### config.mk
export PLATFORM = sky130hd
export DESIGN_NAME = slc_top
export DESIGN_NICKNAME = d
export VERILOG_FILES = /design/src/common/slc_pkg.sv /design/src/common/slc_lane_if.sv /design/src/verilog/slc_sync2.sv /design/src/verilog/slc_edge.sv /design/src/verilog/slc_top.sv
export SDC_FILE = /design/constraint.sdc
export NUM_CORES = 1
export LEC_CHECK = 0
export ABC_AREA = 1
export ABC_CLOCK_PERIOD_IN_PS = 2600
export BUFFER_PORTS_ARGS = -buffer_cell sky130_fd_sc_hd__buf_2
export CAP_MARGIN = 20
export CORE_ASPECT_RATIO = 2
export CORE_MARGIN = 10
export CORE_UTILIZATION = 30
export DETAILED_ROUTE_END_ITERATION = 8
export PLACE_DENSITY = 0.47
export SLEW_MARGIN = 0
export SYNTH_ARGS = -nofsm -noshare
export SYNTH_HDL_FRONTEND = slang
export SYNTH_SLANG_ARGS = --single-unit
### constraint.sdc
create_clock -name core_clk -period 2.6 [get_ports core_clk]
set_input_delay 0 -clock core_clk [delete_from_list [all_inputs] [get_ports core_clk]]
set_output_delay 0 -clock core_clk [all_outputs]
set_load 0.005 [all_outputs]
### src/common/slc_pkg.sv
// serdes lane-1 configuration bank: offsets, field positions, resets
// assumes one 32-bit AHB-Lite register bus; no other dependencies
package slc_pkg;

    // ****************************************************************
    // geometry
    // ****************************************************************
    localparam int NUM_PORTS = 4;
    localparam int ADDR_W    = 20;
    localparam int DATA_W    = 32;

    // byte offsets of lane1_config_port0/2/4/6
    localparam logic [ADDR_W-1:0] OFF_PORT0 = 20'h130B4;
    localparam logic [ADDR_W-1:0] OFF_PORT2 = 20'h132B4;
    localparam logic [ADDR_W-1:0] OFF_PORT4 = 20'h134B4;
    localparam logic [ADDR_W-1:0] OFF_PORT6 = 20'h136B4;

    // ****************************************************************
    // field positions
    // ****************************************************************
    localparam int HALF_RATE_BIT   = 0;
    localparam int TX_RECOMP_BIT   = 1;
    localparam int SPARE_LO        = 2;
    localparam int FIXED_ZERO_BIT  = 8;
    localparam int TX_EN_LO        = 9;
    localparam int TX_BOOST_LO     = 12;
    localparam int RX_PLL_PWR_BIT  = 16;
    localparam int RX_EN_BIT       = 17;
    localparam int DPLL_CLR_BIT    = 18;
    localparam int EQ_LO           = 21;
    localparam int DPLL_MODE_LO    = 24;
    localparam int TX_CLK_PWR_BIT  = 27;
    localparam int LOS_LO          = 28;
    localparam int ALIGN_BIT       = 30;

    // ****************************************************************
    // codes and resets
    // ****************************************************************
    localparam logic [2:0] TX_EN_OFF  = 3'h0;
    localparam logic [2:0] TX_EN_FULL = 3'h3;
    localparam logic [1:0] LOS_OFF    = 2'h0;
    localparam logic [1:0] LOS_HEAVY  = 2'h3;

    // half rate bit (bit 0) taken from HALF_RATE_RST at the top
    localparam logic [DATA_W-1:0] CFG_RST     = 32'hC8A7_C610;
    localparam logic [DATA_W-1:0] WR_MASK     = 32'hFFFF_FEFF;
    localparam logic [DATA_W-1:0] LOCKED_MASK = 32'h0003_0E00;

endpackage : slc_pkg

### src/common/slc_lane_if.sv
// per-port control level and its one-cycle edge pulse
// assumes one clock domain shared by both ends
`timescale 1ns/1ps
interface slc_lane_if #(parameter int N = 4);
    logic [N-1:0] trig_level;
    logic [N-1:0] trig_pulse;
    modport src (output trig_level, input trig_pulse);
    modport det (input trig_level, output trig_pulse);
endinterface : slc_lane_if

### src/verilog/slc_sync2.sv
// two-flop synchroniser for asynchronous status pins
// assumes the input may change at any time relative to core_clk
`timescale 1ns/1ps
module slc_sync2 #(
    parameter int N = 4
) (
    input  wire logic         core_clk,
    input  wire logic         arst_n,
    input  wire logic [N-1:0] d_async,
    output logic      [N-1:0] q_sync
);
    typedef struct packed {
        logic [N-1:0] meta;
        logic [N-1:0] stable;
    } slc_sync_s;

    slc_sync_s st_reg;
    slc_sync_s st_next;

    always_comb begin
        st_next        = st_reg;
        st_next.meta   = d_async;
        st_next.stable = st_reg.meta;
    end

    always_ff @(posedge core_clk or negedge arst_n) begin
        if (!arst_n) begin
            st_reg <= '0;
        end else begin
            st_reg <= st_next;
        end
    end

    assign q_sync = st_reg.stable;
endmodule // slc_sync2

### src/verilog/slc_edge.sv
// registered rising-edge detector, one per port
// assumes the level comes from flops on the same clock
`timescale 1ns/1ps
module slc_edge #(
    parameter int         N        = 4,
    parameter logic [3:0] PREV_RST = 4'h0
) (
    input  wire logic core_clk,
    input  wire logic arst_n,
    slc_lane_if.det   lane
);
    typedef struct packed {
        logic [N-1:0] prev;
        logic [N-1:0] pulse;
    } slc_edge_s;

    slc_edge_s st_reg;
    slc_edge_s st_next;

    always_comb begin
        st_next       = st_reg;
        st_next.prev  = lane.trig_level;
        st_next.pulse = lane.trig_level & ~st_reg.prev;
    end

    // prev resets to the bit's own reset so release gives no pulse
    always_ff @(posedge core_clk or negedge arst_n) begin
        if (!arst_n) begin
            st_reg.prev  <= PREV_RST[N-1:0];
            st_reg.pulse <= '0;
        end else begin
            st_reg <= st_next;
        end
    end

    assign lane.trig_pulse = st_reg.pulse;
endmodule // slc_edge

### src/verilog/slc_top.sv
// lane-1 configuration register bank for four serial ports
// assumes an AHB-Lite master with one slave; bypass_init comes
// from the global config on core_clk, lock pins are asynchronous
//
// How it works
// - four copies at 130B4, 132B4, 134B4, 136B4
// - bit 0 selects half (1.25G) rate
// - bit 1 rising edge recomputes transmitter
// - bit 18 rising edge clears DPLL frequency
// - transmitter enable 000 off, 011 on
// - transmit and receive enables and receive PLL power writable only with bypass_init set
// - bit 16 powers receive PLL
// - bit 17 enables receive clock and data
// - receive enable needs PLL power and lock
// - bits 12:15 set transmit boost
// - bits 21:23 set equaliser level
// - bit 27 powers transmit clock domain
// - bits 28:29 loss-of-signal filter, 00 or 11
// - bit 30 enables word alignment framer
`timescale 1ns/1ps
module slc_top
    import slc_pkg::*;
#(
    parameter logic HALF_RATE_RST = 1'b0
) (
    input  wire logic                                   core_clk,
    input  wire logic                                   arst_n,
    input  wire logic                                   hsel,
    input  wire logic [slc_pkg::ADDR_W-1:0]             haddr,
    input  wire logic [1:0]                             htrans,
    input  wire logic                                   hwrite,
    input  wire logic [2:0]                             hsize,
    input  wire logic [slc_pkg::DATA_W-1:0]             hwdata,
    input  wire logic                                   hready,
    output logic                                        hreadyout,
    output logic                                        hresp,
    output logic      [slc_pkg::DATA_W-1:0]             hrdata,
    input  wire logic [slc_pkg::NUM_PORTS-1:0]          bypass_init,
    input  wire logic [slc_pkg::NUM_PORTS-1:0]          rx_pll_lock_async,
    output logic      [slc_pkg::NUM_PORTS-1:0]          half_rate,
    output logic      [slc_pkg::NUM_PORTS-1:0]          tx_recompute_trigger,
    output logic      [slc_pkg::NUM_PORTS-1:0][2:0]     tx_enable,
    output logic      [slc_pkg::NUM_PORTS-1:0][3:0]     tx_boost,
    output logic      [slc_pkg::NUM_PORTS-1:0]          rx_pll_power,
    output logic      [slc_pkg::NUM_PORTS-1:0]          rx_enable,
    output logic      [slc_pkg::NUM_PORTS-1:0]          dpll_frequency_clear,
    output logic      [slc_pkg::NUM_PORTS-1:0][2:0]     receive_equaliser_level,
    output logic      [slc_pkg::NUM_PORTS-1:0][2:0]     dpll_mode_select,
    output logic      [slc_pkg::NUM_PORTS-1:0]          transmit_clock_power,
    output logic      [slc_pkg::NUM_PORTS-1:0][1:0]     signal_loss_filter_control,
    output logic      [slc_pkg::NUM_PORTS-1:0]          word_align_enable
);
    import slc_pkg::*;

    // ****************************************************************
    // state
    // ****************************************************************
    typedef struct packed {
        logic [NUM_PORTS-1:0][DATA_W-1:0] cfg;
        logic                             wr_pend;
        logic [1:0]                       wr_idx;
        logic [DATA_W-1:0]                rd_data;
        logic [NUM_PORTS-1:0]             rx_en_q;
    } slc_top_s;

    slc_top_s st_reg;
    slc_top_s st_next;

    logic [NUM_PORTS-1:0] lock_sync;
    logic                 acc_valid;
    logic [2:0]           dec;
    logic                 dec_hit;
    logic [1:0]           dec_idx;

    // ****************************************************************
    // helpers
    // ****************************************************************

    // {hit, port index}; unmapped addresses give hit = 0
    function automatic logic [2:0] slc_decode(input logic [ADDR_W-1:0] a);
        logic [2:0] r;
        r = 3'h0;
        unique case (a)
            OFF_PORT0: r = 3'h4;
            OFF_PORT2: r = 3'h5;
            OFF_PORT4: r = 3'h6;
            OFF_PORT6: r = 3'h7;
            default:   r = 3'h0;
        endcase
        return r;
    endfunction

    // only off and fully on may reach the transmitter
    function automatic logic slc_txen_legal(
        input logic [2:0] code
    );
        return (code == TX_EN_OFF) || (code == TX_EN_FULL);
    endfunction

    // 01 and 10 are reserved filter settings
    function automatic logic slc_los_legal(
        input logic [1:0] code
    );
        return (code == LOS_OFF) || (code == LOS_HEAVY);
    endfunction

    // receive side may run only with PLL power and lock
    function automatic logic slc_rx_allowed(
        input logic [DATA_W-1:0] w,
        input logic              locked
    );
        return w[RX_PLL_PWR_BIT] & locked;
    endfunction

    // merge one bus write into a lane word
    function automatic logic [DATA_W-1:0] slc_merge(
        input logic [DATA_W-1:0] old_w,
        input logic [DATA_W-1:0] wd,
        input logic              bypass,
        input logic              locked
    );
        logic [DATA_W-1:0] nw;
        logic [2:0]        txc;
        logic [1:0]        losc;
        nw = (old_w & ~WR_MASK) | (wd & WR_MASK);
        if (!bypass) begin
            nw = (nw & ~LOCKED_MASK) | (old_w & LOCKED_MASK);
        end
        txc = nw[TX_EN_LO +: 3];
        if (!slc_txen_legal(txc)) begin
            // reserved codes never reach the transmitter
            nw[TX_EN_LO +: 3] = old_w[TX_EN_LO +: 3];
        end
        losc = nw[LOS_LO +: 2];
        if (!slc_los_legal(losc)) begin
            nw[LOS_LO +: 2] = old_w[LOS_LO +: 2];
        end
        if (nw[RX_EN_BIT] && !old_w[RX_EN_BIT] && !slc_rx_allowed(nw, locked)) begin
            // assertion refused until the PLL is up and locked
            nw[RX_EN_BIT] = 1'b0;
        end
        return nw;
    endfunction

    // ****************************************************************
    // lock pin synchroniser
    // ****************************************************************
    slc_sync2 #(
        .N (NUM_PORTS)
    ) u_lock_sync (
        .core_clk (core_clk),
        .arst_n   (arst_n),
        .d_async  (rx_pll_lock_async),
        .q_sync   (lock_sync)
    );

    // ****************************************************************
    // bus decode
    // ****************************************************************

    // zero wait state: the slave never stretches a transfer
    assign hreadyout = 1'b1;
    assign hresp     = 1'b0;
    assign acc_valid = hsel & hready & htrans[1];
    assign dec       = slc_decode(haddr);
    assign dec_hit   = dec[2];
    assign dec_idx   = dec[1:0];

    // ****************************************************************
    // next state
    // ****************************************************************
    always_comb begin
        st_next         = st_reg;
        st_next.wr_pend = 1'b0;

        // data phase of a write: hwdata is valid now
        if (st_reg.wr_pend) begin
            st_next.cfg[st_reg.wr_idx] = slc_merge(
                st_reg.cfg[st_reg.wr_idx],
                hwdata,
                bypass_init[st_reg.wr_idx],
                lock_sync[st_reg.wr_idx]);
        end

        if (acc_valid) begin
            if (hwrite) begin
                // unmapped writes are dropped with an OKAY answer
                st_next.wr_pend = dec_hit;
                st_next.wr_idx  = dec_idx;
            end else if (dec_hit) begin
                // read from the merged word so a write just ahead is seen
                st_next.rd_data = st_next.cfg[dec_idx];
            end else begin
                st_next.rd_data = '0;
            end
        end

        for (int i = 0; i < NUM_PORTS; i++) begin
            st_next.rx_en_q[i] = st_reg.cfg[i][RX_EN_BIT]
                               & slc_rx_allowed(st_reg.cfg[i],
                                                lock_sync[i]);
        end
    end

    // ****************************************************************
    // registers
    // ****************************************************************
    always_ff @(posedge core_clk or negedge arst_n) begin
        if (!arst_n) begin
            for (int i = 0; i < NUM_PORTS; i++) begin
                st_reg.cfg[i] <= {CFG_RST[DATA_W-1:1], HALF_RATE_RST};
            end
            st_reg.wr_pend <= 1'b0;
            st_reg.wr_idx  <= 2'h0;
            st_reg.rd_data <= '0;
            st_reg.rx_en_q <= '0;
        end else begin
            st_reg <= st_next;
        end
    end

    assign hrdata = st_reg.rd_data;

    // ****************************************************************
    // edge-triggered controls
    // ****************************************************************
    slc_lane_if #(.N(NUM_PORTS)) calc_if ();
    slc_lane_if #(.N(NUM_PORTS)) dpll_if ();

    // transmitter recompute bit resets to 0
    slc_edge #(
        .N        (NUM_PORTS),
        .PREV_RST (4'h0)
    ) u_calc_edge (
        .core_clk (core_clk),
        .arst_n   (arst_n),
        .lane     (calc_if.det)
    );

    // dpll clear bit resets to 1, so release alone makes no edge
    slc_edge #(
        .N        (NUM_PORTS),
        .PREV_RST (4'hF)
    ) u_dpll_edge (
        .core_clk (core_clk),
        .arst_n   (arst_n),
        .lane     (dpll_if.det)
    );

    assign tx_recompute_trigger = calc_if.trig_pulse;
    assign dpll_frequency_clear = dpll_if.trig_pulse;

    // ****************************************************************
    // lane outputs
    // ****************************************************************
    for (genvar g = 0; g < NUM_PORTS; g++) begin : g_lane
        assign calc_if.trig_level[g]          = st_reg.cfg[g][TX_RECOMP_BIT];
        assign dpll_if.trig_level[g]          = st_reg.cfg[g][DPLL_CLR_BIT];
        assign half_rate[g]                   = st_reg.cfg[g][HALF_RATE_BIT];
        assign tx_enable[g]                   = st_reg.cfg[g][TX_EN_LO +: 3];
        assign tx_boost[g]                    = st_reg.cfg[g][TX_BOOST_LO +: 4];
        assign rx_pll_power[g]                = st_reg.cfg[g][RX_PLL_PWR_BIT];
        assign rx_enable[g]                   = st_reg.rx_en_q[g];
        assign receive_equaliser_level[g]     = st_reg.cfg[g][EQ_LO +: 3];
        // mode changes while enabled are software's to avoid
        assign dpll_mode_select[g]            = st_reg.cfg[g][DPLL_MODE_LO +: 3];
        assign transmit_clock_power[g]        = st_reg.cfg[g][TX_CLK_PWR_BIT];
        assign signal_loss_filter_control[g]  = st_reg.cfg[g][LOS_LO +: 2];
        assign word_align_enable[g]           = st_reg.cfg[g][ALIGN_BIT];
    end

endmodule // slc_top

Word level (Yosys, flattened, before mapping)
Index checks and enable logic that the tools add are counted.
{"block": "word_totals", "regBits": 191, "latchBits": 0, "ramBits": 0, "rom_bits": 0, "in_bits": 70, "output_inout_bits": 122, "elab_cells": 77, "memories": 0}
{"block": "op_classes", "add_sub_neg": 0, "multipliers": 0, "div_mod_pow": 0, "n_lt_le_gt_ge": 3, "n_eq_ne": 6, "n_shift": 0, "mux": 25, "n_bitwise": 18, "n_reduce_logical": 11}
{"op": "two-way mux 32 bit", "count": 6}
{"op": "binary-select mux 32 bit (select 2 bit)", "count": 2}
{"op": "bitwise mux 128 bit", "count": 1}
{"op": "two-way mux 128 bit", "count": 1}
{"op": "equality test 20 x 17 -> 1 bit (second input constant)", "count": 4}
{"op": "demux 32 bit (select 2 bit)", "count": 1}
{"op": "two-way mux 35 bit", "count": 1}
{"op": "OR 32 x 18 -> 32 bit", "count": 1}
{"op": "OR 9 x 32 -> 32 bit", "count": 1}
{"op": "two-way mux 30 bit", "count": 1}
{"op": "case mux 3 bit (4 select lines)", "count": 1}
{"op": "AND 1 bit", "count": 11}
{"op": "two-way mux 3 bit", "count": 3}
{"op": "AND 4 bit", "count": 2}
{"op": "inverter 4 bit", "count": 2}
{"op": "less-than comparator 2 x 3 -> 1 bit (second input constant)", "count": 2}
{"op": "binary-select mux 1 bit (select 2 bit)", "count": 2}
{"op": "two-way mux 1 bit", "count": 4}
{"op": "two-way mux 2 bit", "count": 2}
{"op": "AND reduction 2 bit", "count": 2}
{"op": "equality test 3 x 2 -> 1 bit (second input constant)", "count": 1}
{"op": "logical AND 1 bit", "count": 3}
{"op": "zero test 3 bit", "count": 1}
{"op": "equality test 2 bit (second input constant)", "count": 1}
{"op": "other kinds (5)", "count": 7}

Longest topological paths before layout
Gate-level depths: netlist of the first run.
{"block": "logic_depth", "depth_word": 18, "mapped_depth": 17, "mapped_depth_nobuf": 15}

Modules after synthesis
A second synthesis of the first run with hierarchy kept.
{"block": "unflattened", "cells_unflattened": 1097, "hier_area_um2": 9506.6}
{"module": "slc_top", "instances": 1, "cells_each": 1049, "area_per_inst_um2": 8760.9, "seq_area_each_um2": 4244.1}
{"module": "slc_edge at u_dpll_edge", "instances": 1, "cells_each": 20, "area_per_inst_um2": 275.3, "seq_area_each_um2": 205.2}
{"module": "slc_edge at u_calc_edge", "instances": 1, "cells_each": 20, "area_per_inst_um2": 270.3, "seq_area_each_um2": 200.2}
{"module": "slc_sync2", "instances": 1, "cells_each": 8, "area_per_inst_um2": 200.2, "seq_area_each_um2": 200.2}

Least setup slack after synthesis of the first run
Ideal clock, no wire load.
{"block": "synth_path", "path_kind": "register to register", "start": "register st_reg[36] (netlist name)", "end": "register st_reg (netlist bit hrdata[9])", "setup_time_ns": 0.117, "t_arrival_ns": 1.698, "required_ns": 2.483, "path_slack_ns": 0.785, "stages_incl_launch_ff": 17, "path_buffers": 2, "period_less_slack_ns": 1.815, "cell_sequence": "dfrtp_1 buf_6 inv_4 buf_8 nand2_1 nand2_1 nand2_1 nand2_2 nand2_1 nand2_1 nand3_4 a21oi_4 nand2_1 nand3_1 nand3_1 nand3_1 nand2_1"}
{"block": "synth_via", "elab_chain_len": 14, "word_cells_on_any_way": 22, "cone_classes": "2 x order compare; 1 x eq/ne; 15 x mux; 1 x bitwise; 3 x reduce/logical"}
{"element": "start, declared", "line_no": "slc_top.sv:66", "rtl": "slc_top_s st_reg;"}
{"element": "start signal, assigned", "line_no": "slc_top.sv:218", "rtl": "st_reg <= st_next;"}
{"element": "binary-select mux 32 bit (select 2 bit)", "line_no": "slc_top.sv:179", "rtl": "st_reg.cfg[st_reg.wr_idx],"}
{"element": "two-way mux 30 bit (not written as such)", "line_no": "slc_top.sv:179"}
{"element": "OR 32 x 18 -> 32 bit", "line_no": "slc_top.sv:127", "rtl": "nw = (nw & ~LOCKED_MASK) | (old_w & LOCKED_MASK);"}
{"element": "two-way mux 32 bit", "line_no": "slc_top.sv:126", "rtl": "if (!bypass) begin"}
{"element": "two-way mux 32 bit", "line_no": "slc_top.sv:177", "rtl": "if (st_reg.wr_pend) begin"}
{"element": "equality test 3 x 2 -> 1 bit / zero test 3 bit (equally long branches)", "line_no": "slc_top.sv:97", "rtl": "return (code == TX_EN_OFF) || (code == TX_EN_FULL);"}
{"element": "logical OR 1 bit", "line_no": "slc_top.sv:97"}
{"element": "two-way mux 3 bit", "line_no": "slc_top.sv:130", "rtl": "if (!slc_txen_legal(txc)) begin"}
{"element": "two-way mux 3 bit", "line_no": "slc_top.sv:177"}
{"element": "bitwise mux 128 bit (*)", "line_no": "slc_top.sv:178", "rtl": "st_next.cfg[st_reg.wr_idx] = slc_merge("}
{"element": "two-way mux 128 bit (*)", "line_no": "slc_top.sv:177"}
{"element": "binary-select mux 32 bit (select 2 bit) (*)", "line_no": "slc_top.sv:192", "rtl": "st_next.rd_data = st_next.cfg[dec_idx];"}
{"element": "two-way mux 32 bit (not written as such) (*)", "line_no": "slc_top.sv:192"}
{"element": "two-way mux 32 bit (*)", "line_no": "slc_top.sv:190", "rtl": "end else if (dec_hit) begin"}
Every way passes the cells marked *; elsewhere a longest branch is shown, timed or not. The select of a mux whose other input is x is not followed.
A chain may end at the register's enable or synchronous reset.

==> flow_metrics.env, run 1 <==
export IMPL_setup_tns_ns=0
export IMPL_n_antenna_cell=0
export IMPL_ff2ff_setup_slack_ns=0.20
export IMPL_vias=7420
export IMPL_start_kind="flip-flop"
export IMPL_skew_ns=0.0119
export IMPL_die_h_microns=273
export IMPL_setup_slack_ns=0.204
export IMPL_maxCapViolations=0
export IMPL_r2r_end="hrdata[29]"
export IMPL_fill_cells=3389
export IMPL_fin_nets=1258
export IMPL_clockPowerShare_pct=46.0
export IMPL_grt_max_degree=89
export IMPL_most_common_layout_cells="329 x nand2_1, 183 x buf_2, 133 x dfrtp_1"
export IMPL_rsz0062_at_grt="false"
export IMPL_outcome="finished, final reports clean"
export IMPL_grt_usage_pct=15.0
export IMPL_internal_power_mw=4.54
export IMPL_viasPerCell=4.57
export IMPL_hold_violations=0
export IMPL_clk_pin_slew_worst_paths_ns=0.08
export IMPL_reg2regPathDepth=11
export IMPL_drive_above_1_share_pct=29.7
export IMPL_wl_per_cell_microns=18.5
export IMPL_ys_flop_type="dfrtp_1"
export IMPL_port_buffers=184
export IMPL_utilization_pct=35.2
export IMPL_ys_types=39
export IMPL_drc_errors=0
export IMPL_max_freq_mhz=417
export IMPL_synth_top_area_share_pct=35.1
export IMPL_avgSynthCellArea_sq_um=8.73
export IMPL_core_sq_um=31500
export IMPL_ir_drop_mv=0.385
export IMPL_synth_seq_cells=191
export IMPL_p_leak_nw=5.73
export IMPL_synth_edf_count=0
export IMPL_start_util_pct=30.5
export IMPL_holdPathEnd="signal_loss_filter_control[6]"
export IMPL_dp_slack_ns=0.332
export IMPL_crit_arrival_ns=2.73
export IMPL_synthCells=1102
export IMPL_yosys_top_cells_area="dfrtp_1 35%, dfstp_2 15%, nand2_1 13%"
export IMPL_hold_ws_ns=0.0574
export IMPL_slowest_stage="dlygate4sd3_1"
export IMPL_synth_async_sr_flop_share_pct=100
export IMPL_insertion_delay_ns=0.45
export IMPL_die_w_microns=147
export IMPL_cts_setup_buffers=0
export IMPL_seq_power_share_pct=49.8
export IMPL_syn_to_final_growth_pct=15.4
export IMPL_min_period_ns=2.40
export IMPL_htree_levels=4
export IMPL_final_common_cell="nand2_1"
export IMPL_drv_slew=0
export IMPL_slowest_delay_ns=0.66
export IMPL_dieArea_sq_um=40100
export IMPL_pin_count=192
export IMPL_p_per_area_nw_per_um2=540
export IMPL_hold_start="hwdata[29]"
export IMPL_switchingPower_mw=1.45
export IMPL_grt_ovfl_total=0
export IMPL_grt_pass1_wl_mm=46.8
export IMPL_cts_path_max_buffers=2
export IMPL_switching_share_pct=24.2
export IMPL_crit_required_ns=2.94
export IMPL_timing_rr_start="st_reg[37]"
export IMPL_place_gp_congestion=0.824
export IMPL_setup_worst_path_class="reg -> reg"
export IMPL_cts_root_buf="clkbuf_16"
export IMPL_period_share_pct=92.2
export IMPL_yosysWarnings=0
export IMPL_ys_seq_area_share_pct=50.4
export IMPL_pwr_share_comb_pct=4.2
export IMPL_grt_antenna_before_repair=0
export IMPL_crit_path_cell_trace="inv_2 > nand2_2 > o22ai_1 > nor3_1 > a21oi_1 > dlygate4sd3_1 > o21ai_0 > nand2_1 > nand3_1 > nand3_1 > nand2_1"
export IMPL_min_path_cells=5
export IMPL_hold_path_class="in -> reg"
export IMPL_grt_pass1_vias=7868
export IMPL_dp_hpwl_mm=20.8
export IMPL_syn_num_nets=1172
export IMPL_rows=92
export IMPL_cts_made_buffers=17
export IMPL_ant_nets=0
export IMPL_largest_register_ffs=47
export IMPL_drt_iter0_drc=391
export IMPL_worst_setup_path_end_kind="flip-flop"
export IMPL_synth_top_area_cell="dfrtp_1"
export IMPL_tightest_slew_ns=0.883
export IMPL_drt_total_wl_mm=30.0
export IMPL_drt_pass1_iter_count=5
export IMPL_setup_viol=0
export IMPL_clock_sinks=191
export IMPL_cp_max_fo=8
export IMPL_cts_tree="built"
export IMPL_max_slew_margin_pct=41.2
export IMPL_syn_area_sq_um=9620
per-layer routing:
metal / vias up / GRT usage, % / share of wire (%)
met5: - / 0 / 0
met4: 0 / 4.63 / 1.5
met3: 20 / 3.26 / 4.2
li1: 3625 / - / -
met1: 3604 / 16.2 / 40
met2: 171 / 28.4 / 54
power by group through the flow:
stage | Combinational (mW) | Sequential, mW | Clock [mW]
global placement | 0.218 | 3.04 | 0
finish | 0.252 | 2.98 | 2.75
CTS | 0.262 | 2.98 | 2.85
floorplan | 0.0662 | 3.04 | 0
detailed placement | 0.219 | 3.04 | 0
global route | 0.286 | 2.98 | 2.97
worst max-delay path, delay by kind of cell (launching register included):
family                 cells  cell delay, ns
DFF                        1            0.50
AOI/OAI and AO/OA          3            0.42
and+or+nand+nor            6            0.53
buffers and inverters      2            0.84
worst max-delay path by stage:
stage / from / endpoint / cells after the start
after floorplan: st_reg[36] / hrdata[9] / 16
after global placement: st_reg[36] / hrdata[9] / 14
after detailed placement: st_reg[36] / hrdata[9] / 14
after CTS: st_reg[37] / hrdata[29] / 11
after global routing: st_reg[37] / hrdata[29] / 11
final: st_reg[37] / hrdata[29] / 11
cells by family (layout without fill, tap and decap cells):
kind of cell,after synthesis,count (layout),synth area share (%)
DFF,191,191,50.4
other,2,2,0.0781
AOI/OAI and AO/OA,162,162,10.8
and+or+nand+nor,501,501,23.2
buffers and inverters,246,345,15.5
per-stage QoR:
stage,instances,total power [mW],area [sq um]
3_3_place_gp,1556,3.26,10100
3_5_place_dp,1556,3.26,10100
2_1_floorplan,1102,3.10,9620
5_1_grt,1624,6.24,11100
6_report,1624,5.99,11100
4_1_cts,1624,6.09,11100
final cells by class:
type,count,area (sq um),area share (%)
inverters,66,250,2.26
flip-flops and latches,191,4850,43.7
well taps,423,529,4.77
clock inverters,14,178,1.60
clock buffers,18,429,3.87
repair buffers,247,1570,14.1
multi-input cells,665,3290,29.6
what timing repair did:
| action | in CTS | in global routing |
|---|---|---|
| endpoints found under the hold margin | 171 | 0 |
| gates resized for setup | 0 | 2 |
| endpoints found under the setup margin | 0 | 1 |
| hold buffers | 36 | 0 |
synthesized netlist by cell type, types with 3 or more instances:
library cell	number
a32o_1	25
buf_4	128
o21ai_0	70
nor2_4	4
inv_2	9
nand2_2	6
clkbuf_1	29
a21boi_0	11
buf_6	8
nor3_1	6
dfstp_2	56
buf_2	12
or2_2	12
nor2_1	28
o21ai_2	9
nand2_4	3
nand3_1	100
inv_1	56
dfrtp_1	135
nand2_1	329
nor2_8	3
o21ai_1	36
Note: power is estimated with default switching activity, not from simulation.
==> run 2, diff against run 1 <==
--- a/config.mk
+++ b/config.mk
@@ -6,14 +6,14 @@
 export NUM_CORES = 1
 export LEC_CHECK = 0
 export ABC_AREA = 1
-export ABC_CLOCK_PERIOD_IN_PS = 2600
+export ABC_CLOCK_PERIOD_IN_PS = 2000
 export BUFFER_PORTS_ARGS = -buffer_cell sky130_fd_sc_hd__buf_2
 export CAP_MARGIN = 20
 export CORE_ASPECT_RATIO = 2
 export CORE_MARGIN = 10
 export CORE_UTILIZATION = 30
 export DETAILED_ROUTE_END_ITERATION = 8
-export PLACE_DENSITY = 0.47
+export PLACE_DENSITY = 0.48
 export SLEW_MARGIN = 0
 export SYNTH_ARGS = -nofsm -noshare
 export SYNTH_HDL_FRONTEND = slang
==> constraint.sdc (replaced) <==
create_clock -name core_clk -period 2 [get_ports core_clk]
set_input_delay 0 -clock core_clk [delete_from_list [all_inputs] [get_ports core_clk]]
set_output_delay 0 -clock core_clk [all_outputs]
set_load 0.005 [all_outputs]
==> run 2 against run 1 <==
  * Core utilization grew 1.6 points
  * Combinational power is 38% higher
  * Register-to-register slack worse by 0.20 ns
  * Maximum frequency rose by 20%
  * Sequential power up 30%
  * Final cell count is 1.9% higher
  * Largest cell class unchanged
==> flow_metrics.env, run 2 (synthesis gave the netlist of run 1 again) <==
export IMPL_dp_hpwl_mm=22.0
export IMPL_start_kind="flip-flop"
export IMPL_worst_setup_path_end_kind="flip-flop"
export IMPL_ir_drop_mv=0.604
export IMPL_tightest_slew_ns=0.570
export IMPL_hold_violations=0
export IMPL_drt_iter0_drc=422
export IMPL_crit_required_ns=2.35
export IMPL_utilization_pct=36.8
export IMPL_start_util_pct=30.5
export IMPL_cts_path_max_buffers=2
export IMPL_design_area_sq_um=11600
export IMPL_setup_worst_path_class="reg -> reg"
export IMPL_p_leak_nw=5.99
export IMPL_setup_slack_ns=0.00150
export IMPL_maxCapViolations=0
export IMPL_max_slew_margin_pct=62.0
export IMPL_hold_path_class="in -> reg"
export IMPL_hold_ws_ns=0.0115
export IMPL_syn_to_final_growth_pct=20.7
export IMPL_clockPowerShare_pct=45.3
export IMPL_cts_root_buf="clkbuf_16"
export IMPL_outcome="finished, final reports clean"
export IMPL_wl_per_cell_microns=19.0
export IMPL_vias=7622
export IMPL_core_sq_um=31500
export IMPL_drv_slew=0
export IMPL_dieArea_sq_um=40100
export IMPL_grt_antenna_before_repair=0
export IMPL_layout_cells_non_filler=1655
export IMPL_grt_ovfl_total=0
export IMPL_drc_errors=0
export IMPL_grt_pass1_wl_mm=47.5
export IMPL_min_period_ns=2.00
export IMPL_drt_pass1_iter_count=5
export IMPL_pwr_share_comb_pct=4.5
export IMPL_ant_nets=0
export IMPL_internal_power_mw=5.82
export IMPL_cts_made_buffers=17
export IMPL_largest_register_ffs=47
export IMPL_grt_pass1_vias=8054
export IMPL_cp_max_fo=12
export IMPL_clk_pin_slew_worst_paths_ns=0.08
export IMPL_seq_power_share_pct=50.2
export IMPL_n_antenna_cell=0
export IMPL_grt_usage_pct=15.3
export IMPL_rows=92
export IMPL_skew_ns=0.00892
export IMPL_drive_above_1_share_pct=34.2
export IMPL_viasPerCell=4.61
export IMPL_switching_share_pct=24.8
export IMPL_crit_arrival_ns=2.35
export IMPL_place_gp_congestion=0.837
export IMPL_die_h_microns=273
export IMPL_switchingPower_mw=1.91
export IMPL_dpl_cell_area_sq_um=10400
export IMPL_max_freq_mhz=500
export IMPL_dp_slack_ns=-0.0964
export IMPL_pin_count=192
export IMPL_setup_viol=0
export IMPL_grt_max_degree=61
export IMPL_fin_nets=1289
export IMPL_insertion_delay_ns=0.46
export IMPL_htree_levels=4
export IMPL_fill_cells=3320
export IMPL_p_per_area_nw_per_um2=666
export IMPL_die_w_microns=147
export IMPL_period_share_pct=99.9
export IMPL_port_buffers=184
export IMPL_cts_tree="built"
export IMPL_p_total_mw=7.73
export IMPL_clock_sinks=191
export IMPL_ff2ff_setup_slack_ns=0.001
export IMPL_dp_cells=1580
export IMPL_final_common_cell="nand2_1"
export IMPL_drt_total_wl_mm=31.4
export IMPL_most_common_layout_cells="316 x nand2_1, 183 x buf_2, 133 x dfrtp_1"
export IMPL_setup_tns_ns=0
export IMPL_rsz0062_at_grt="true"
run 2: path summary, 6_finish.rpt:
kind / startpoint / endpoint / cells after the start
worst max-delay path: st_reg[36] / hrdata[9] / 13
min in group asynchronous: arst_n / st_reg[74] / 2
worst max register to register: st_reg[36] / hrdata[9] / 13
worst min register to register: u_lock_sync.st_next[2] / u_lock_sync.q_sync[2] / 0
max in group asynchronous: arst_n / st_reg[102] / 3
worst min-delay path: hsel / st_reg[36] / 4
run 2: power by group through the flow:
| stage | logic, mW | registers, mW | clock network [mW] |
|---|---|---|---|
| global placement | 0.291 | 3.95 | 0 |
| finish | 0.347 | 3.88 | 3.50 |
| global route | 0.389 | 3.88 | 3.76 |
| floorplan | 0.0861 | 3.95 | 0 |
| CTS | 0.349 | 3.88 | 3.61 |
| detailed placement | 0.294 | 3.95 | 0 |
run 2: final cells by class:
| class | instances | area, sq um | share of cell area (%) |
|---|---|---|---|
| Sequential cell | 191 | 4850 | 41.8 |
| Multi-Input combinational cell | 665 | 3420 | 29.4 |
| Timing Repair Buffer | 278 | 1970 | 17.0 |
| Tap cell | 423 | 529 | 4.56 |
| Clock buffer | 19 | 443 | 3.82 |
| Inverter | 66 | 253 | 2.18 |
| Clock inverter | 13 | 143 | 1.23 |
run 2: worst max-delay path, stage by stage (launching register included):
cell     delay [ns]
dfrtp_2        0.47
buf_6          0.17
nand3_1        0.11
nand2_4        0.08
nor2_8         0.15
nand2_1        0.08
nand2_2        0.09
nand3_4        0.12
a21oi_4        0.23
nand2_1        0.08
nand3_1        0.08
nand3_1        0.09
nand3_1        0.09
nand2_1        0.05
run 2: timing repair:
action | in CTS | in global routing
setup buffers | 1 | 4
hold endpoints to repair | 166 | 0
setup endpoints to repair | 7 | 27
hold buffers | 36 | 0
gates resized for setup | 7 | 69
cloned | 0 | 2
pin swaps | 2 | 27
run 2: per-layer routing:
metal / share of wire (%) / GRT usage, % / vias up
met2: 54 / 28.5 / 210
li1: - / - / 3677
met1: 39 / 16.4 / 3689
met4: 3.3 / 6.35 / 0
met3: 4.0 / 2.98 / 46
met5: 0 / 0 / -
==> run 3, diff against run 2 <==
--- a/config.mk
+++ b/config.mk
@@ -5,15 +5,15 @@
 export SDC_FILE = /design/constraint.sdc
 export NUM_CORES = 1
 export LEC_CHECK = 0
-export ABC_AREA = 1
 export ABC_CLOCK_PERIOD_IN_PS = 2000
 export BUFFER_PORTS_ARGS = -buffer_cell sky130_fd_sc_hd__buf_2
 export CAP_MARGIN = 20
 export CORE_ASPECT_RATIO = 2
 export CORE_MARGIN = 10
 export CORE_UTILIZATION = 30
+export CTS_CLUSTER_SIZE = 10
 export DETAILED_ROUTE_END_ITERATION = 8
-export PLACE_DENSITY = 0.48
+export PLACE_DENSITY = 0.49
 export SLEW_MARGIN = 0
 export SYNTH_ARGS = -nofsm -noshare
 export SYNTH_HDL_FRONTEND = slang
==> run 3 against run 2 <==
  * Non-clock buffer count grew 11
  * First-iteration DRC count shrank 27%
  * Clock power grew 2%
  * Combinational power grew 34%
  * Die area shrank 0.93%
  * Synthesized area shrank 1.0%
  * Via count shrank 7.8%
  * Sequential share of layout area shrank 0.074 points
  * Clock skew grew 0.0056 ns
  * Critical endpoint unchanged
  * Largest cell class unchanged
==> flow_metrics.env, run 3 <==
export IMPL_die_w_microns=146
export IMPL_synth_top_area_cell="dfrtp_1"
export IMPL_period_share_pct=99.8
export IMPL_crit_required_ns=2.36
export IMPL_max_freq_mhz=501
export IMPL_htree_levels=4
export IMPL_grt_max_degree=54
export IMPL_start_util_pct=30.3
export IMPL_ys_types=57
export IMPL_grt_antenna_before_repair=3
export IMPL_dieArea_sq_um=39700
export IMPL_syn_to_final_growth_pct=22.1
export IMPL_clk_pin_slew_worst_paths_ns=0.08
export IMPL_place_gp_congestion=0.833
export IMPL_dp_slack_ns=-0.101
export IMPL_cts_root_buf="clkbuf_16"
export IMPL_ys_flop_type="dfrtp_1"
export IMPL_grt_ovfl_total=0
export IMPL_drc_errors=0
export IMPL_core_sq_um=31400
export IMPL_crit_arrival_ns=2.36
export IMPL_ir_drop_mv=0.613
export IMPL_synth_async_sr_flop_share_pct=100
export IMPL_hold_path_class="in -> reg"
export IMPL_setup_worst_path_class="reg -> reg"
export IMPL_syn_area_sq_um=9520
export IMPL_outcome="finished, final reports clean"
export IMPL_drt_total_wl_mm=30.7
export IMPL_worst_setup_path_end_kind="flip-flop"
export IMPL_yosys_top_cells_count="252 x nand2_1, 135 x dfrtp_1, 124 x buf_4"
export IMPL_wl_per_cell_microns=20.3
export IMPL_die_h_microns=272
export IMPL_port_buffers=184
export IMPL_synthCells=939
export IMPL_grt_pass1_vias=7713
export IMPL_insertion_delay_ns=0.46
export IMPL_yosysWarnings=0
export IMPL_viasPerCell=4.65
export IMPL_fin_nets=1144
export IMPL_drt_iter0_drc=310
export IMPL_ant_nets=0
export IMPL_p_per_area_nw_per_um2=687
export IMPL_hold_ws_ns=0.0255
export IMPL_hold_violations=0
export IMPL_max_slew_margin_pct=65.7
export IMPL_grt_usage_pct=15.5
export IMPL_synthMostInstantiatedCell="nand2_1"
export IMPL_clock_sinks=191
export IMPL_setup_viol=0
export IMPL_layout_cells_non_filler=1511
export IMPL_start_kind="flip-flop"
export IMPL_dp_hpwl_mm=22.5
export IMPL_drive_above_1_share_pct=38.1
export IMPL_synth_top_area_share_pct=35.5
export IMPL_grt_pass1_wl_mm=46.9
export IMPL_synth_edf_count=0
export IMPL_most_common_layout_cells="245 x nand2_1, 183 x buf_2, 134 x dfrtp_1"
export IMPL_final_common_cell="nand2_1"
export IMPL_cts_tree="built"
export IMPL_skew_ns=0.0145
export IMPL_cts_made_buffers=17
export IMPL_syn_num_nets=1009
export IMPL_cp_max_fo=3
export IMPL_pin_count=192
export IMPL_drt_pass1_iter_count=4
export IMPL_tightest_slew_ns=0.515
export IMPL_rows=92
export IMPL_yosys_top_cells_area="dfrtp_1 35%, dfstp_2 15%, nand2_1 9.9%"
export IMPL_setup_tns_ns=0
export IMPL_ys_seq_area_share_pct=51.0
export IMPL_synth_seq_cells=191
export IMPL_largest_register_ffs=47
export IMPL_p_leak_nw=5.37
export IMPL_dp_cells=1434
export IMPL_rsz0062_at_grt="true"
export IMPL_cts_path_max_buffers=2
export IMPL_avgSynthCellArea_sq_um=10.1
export IMPL_vias=7027
export IMPL_maxCapViolations=0
export IMPL_setup_slack_ns=0.00483
export IMPL_drv_slew=0
export IMPL_min_period_ns=2.00
## run 3: changes by cell type after synthesis, moves of 11 or more
cell / before / now
a21boi_0: 11 / 0
a21oi_1: 1 / 28
a32o_1: 25 / 0
inv_1: 56 / 3
mux2_1: 0 / 33
mux2_2: 0 / 15
mux2i_1: 0 / 60
nand2_1: 329 / 252
nand3_1: 100 / 12
o21ai_0: 70 / 31
or2_2: 12 / 1
## run 3: through the flow
stage	area, sq um	power (mW)	util (%)
after CTS	11400	8.05	36.4
after detailed placement	10400	4.43	33.2
after global placement	10400	4.43	33.2
after floorplan	9520	4.18	-
final	11600	7.98	37.0
after global routing	11600	8.26	37.0
## run 3: layer usage
layer	routed length, microns	track usage [%]	vias up	part of all wire [%]
met4	913	6.63	4	3.0
met5	21	0	-	0.068
li1	-	-	3273	-
met1	11600	15.9	3525	38
met3	1290	3.50	50	4.2
met2	16900	29.3	175	55
## run 3: area by class of cell
| class | instances | area [sq um] |
|---|---|---|
| clock buffers | 17 | 425 |
| clock inverters | 15 | 171 |
| well taps | 423 | 529 |
| flip-flops and latches | 191 | 4850 |
| diodes | 1 | 2.50 |
| multi-input cells | 572 | 3640 |
| inverters | 3 | 11.3 |
| repair buffers | 289 | 1990 |
| fillers | 3167 | 19800 |
## run 3: power breakdown
group	total (mW)	internal, mW	switching (mW)
combinational	0.465	0.208	0.258
sequential	3.96	3.94	0.0254
clock	3.56	1.79	1.76
## run 3: worst max-delay path, cell delays in order (launching register included)
cell and delay, ns:
dfrtp_1 0.42, mux4_2 0.59, nor2b_4 0.17, and3_4 0.18, o22ai_4 0.11, o2111ai_1 0.14, a32oi_1 0.23, a21oi_1 0.06
## run 3: cell families after synthesis
logic type,count (synthesis),share of synthesized area (%)
simple gates,341,15.2
flops,191,51.0
buf+inv,176,12.3
mux,119,14.6
compound gates,109,6.68
other cells,2,0.0789
xor+xnor,1,0.0920
## run 3: what timing repair did
item	in CTS	in global routing
resized for setup	9	45
setup endpoints to repair	20	29
buffers inserted	1	5
hold buffers	38	0
hold endpoints to repair	249	0
pin swaps	4	17
## run 3: final timing paths
kind / start / endpoint / slack, ns / cells after the start
min reg2reg: u_lock_sync.st_next[3] / u_lock_sync.q_sync[3] / 0.35 / 0
min: hwdata[9] / tx_enable[10] / 0.03 / 4
max: st_reg[36] / hrdata[9] / 0.005 / 7
max in group asynchronous: arst_n / dpll_if.trig_level[2] / 1.17 / 3
min in group asynchronous: arst_n / hrdata[21] / 0.08 / 2
max reg2reg: st_reg[36] / hrdata[9] / 0.005 / 7
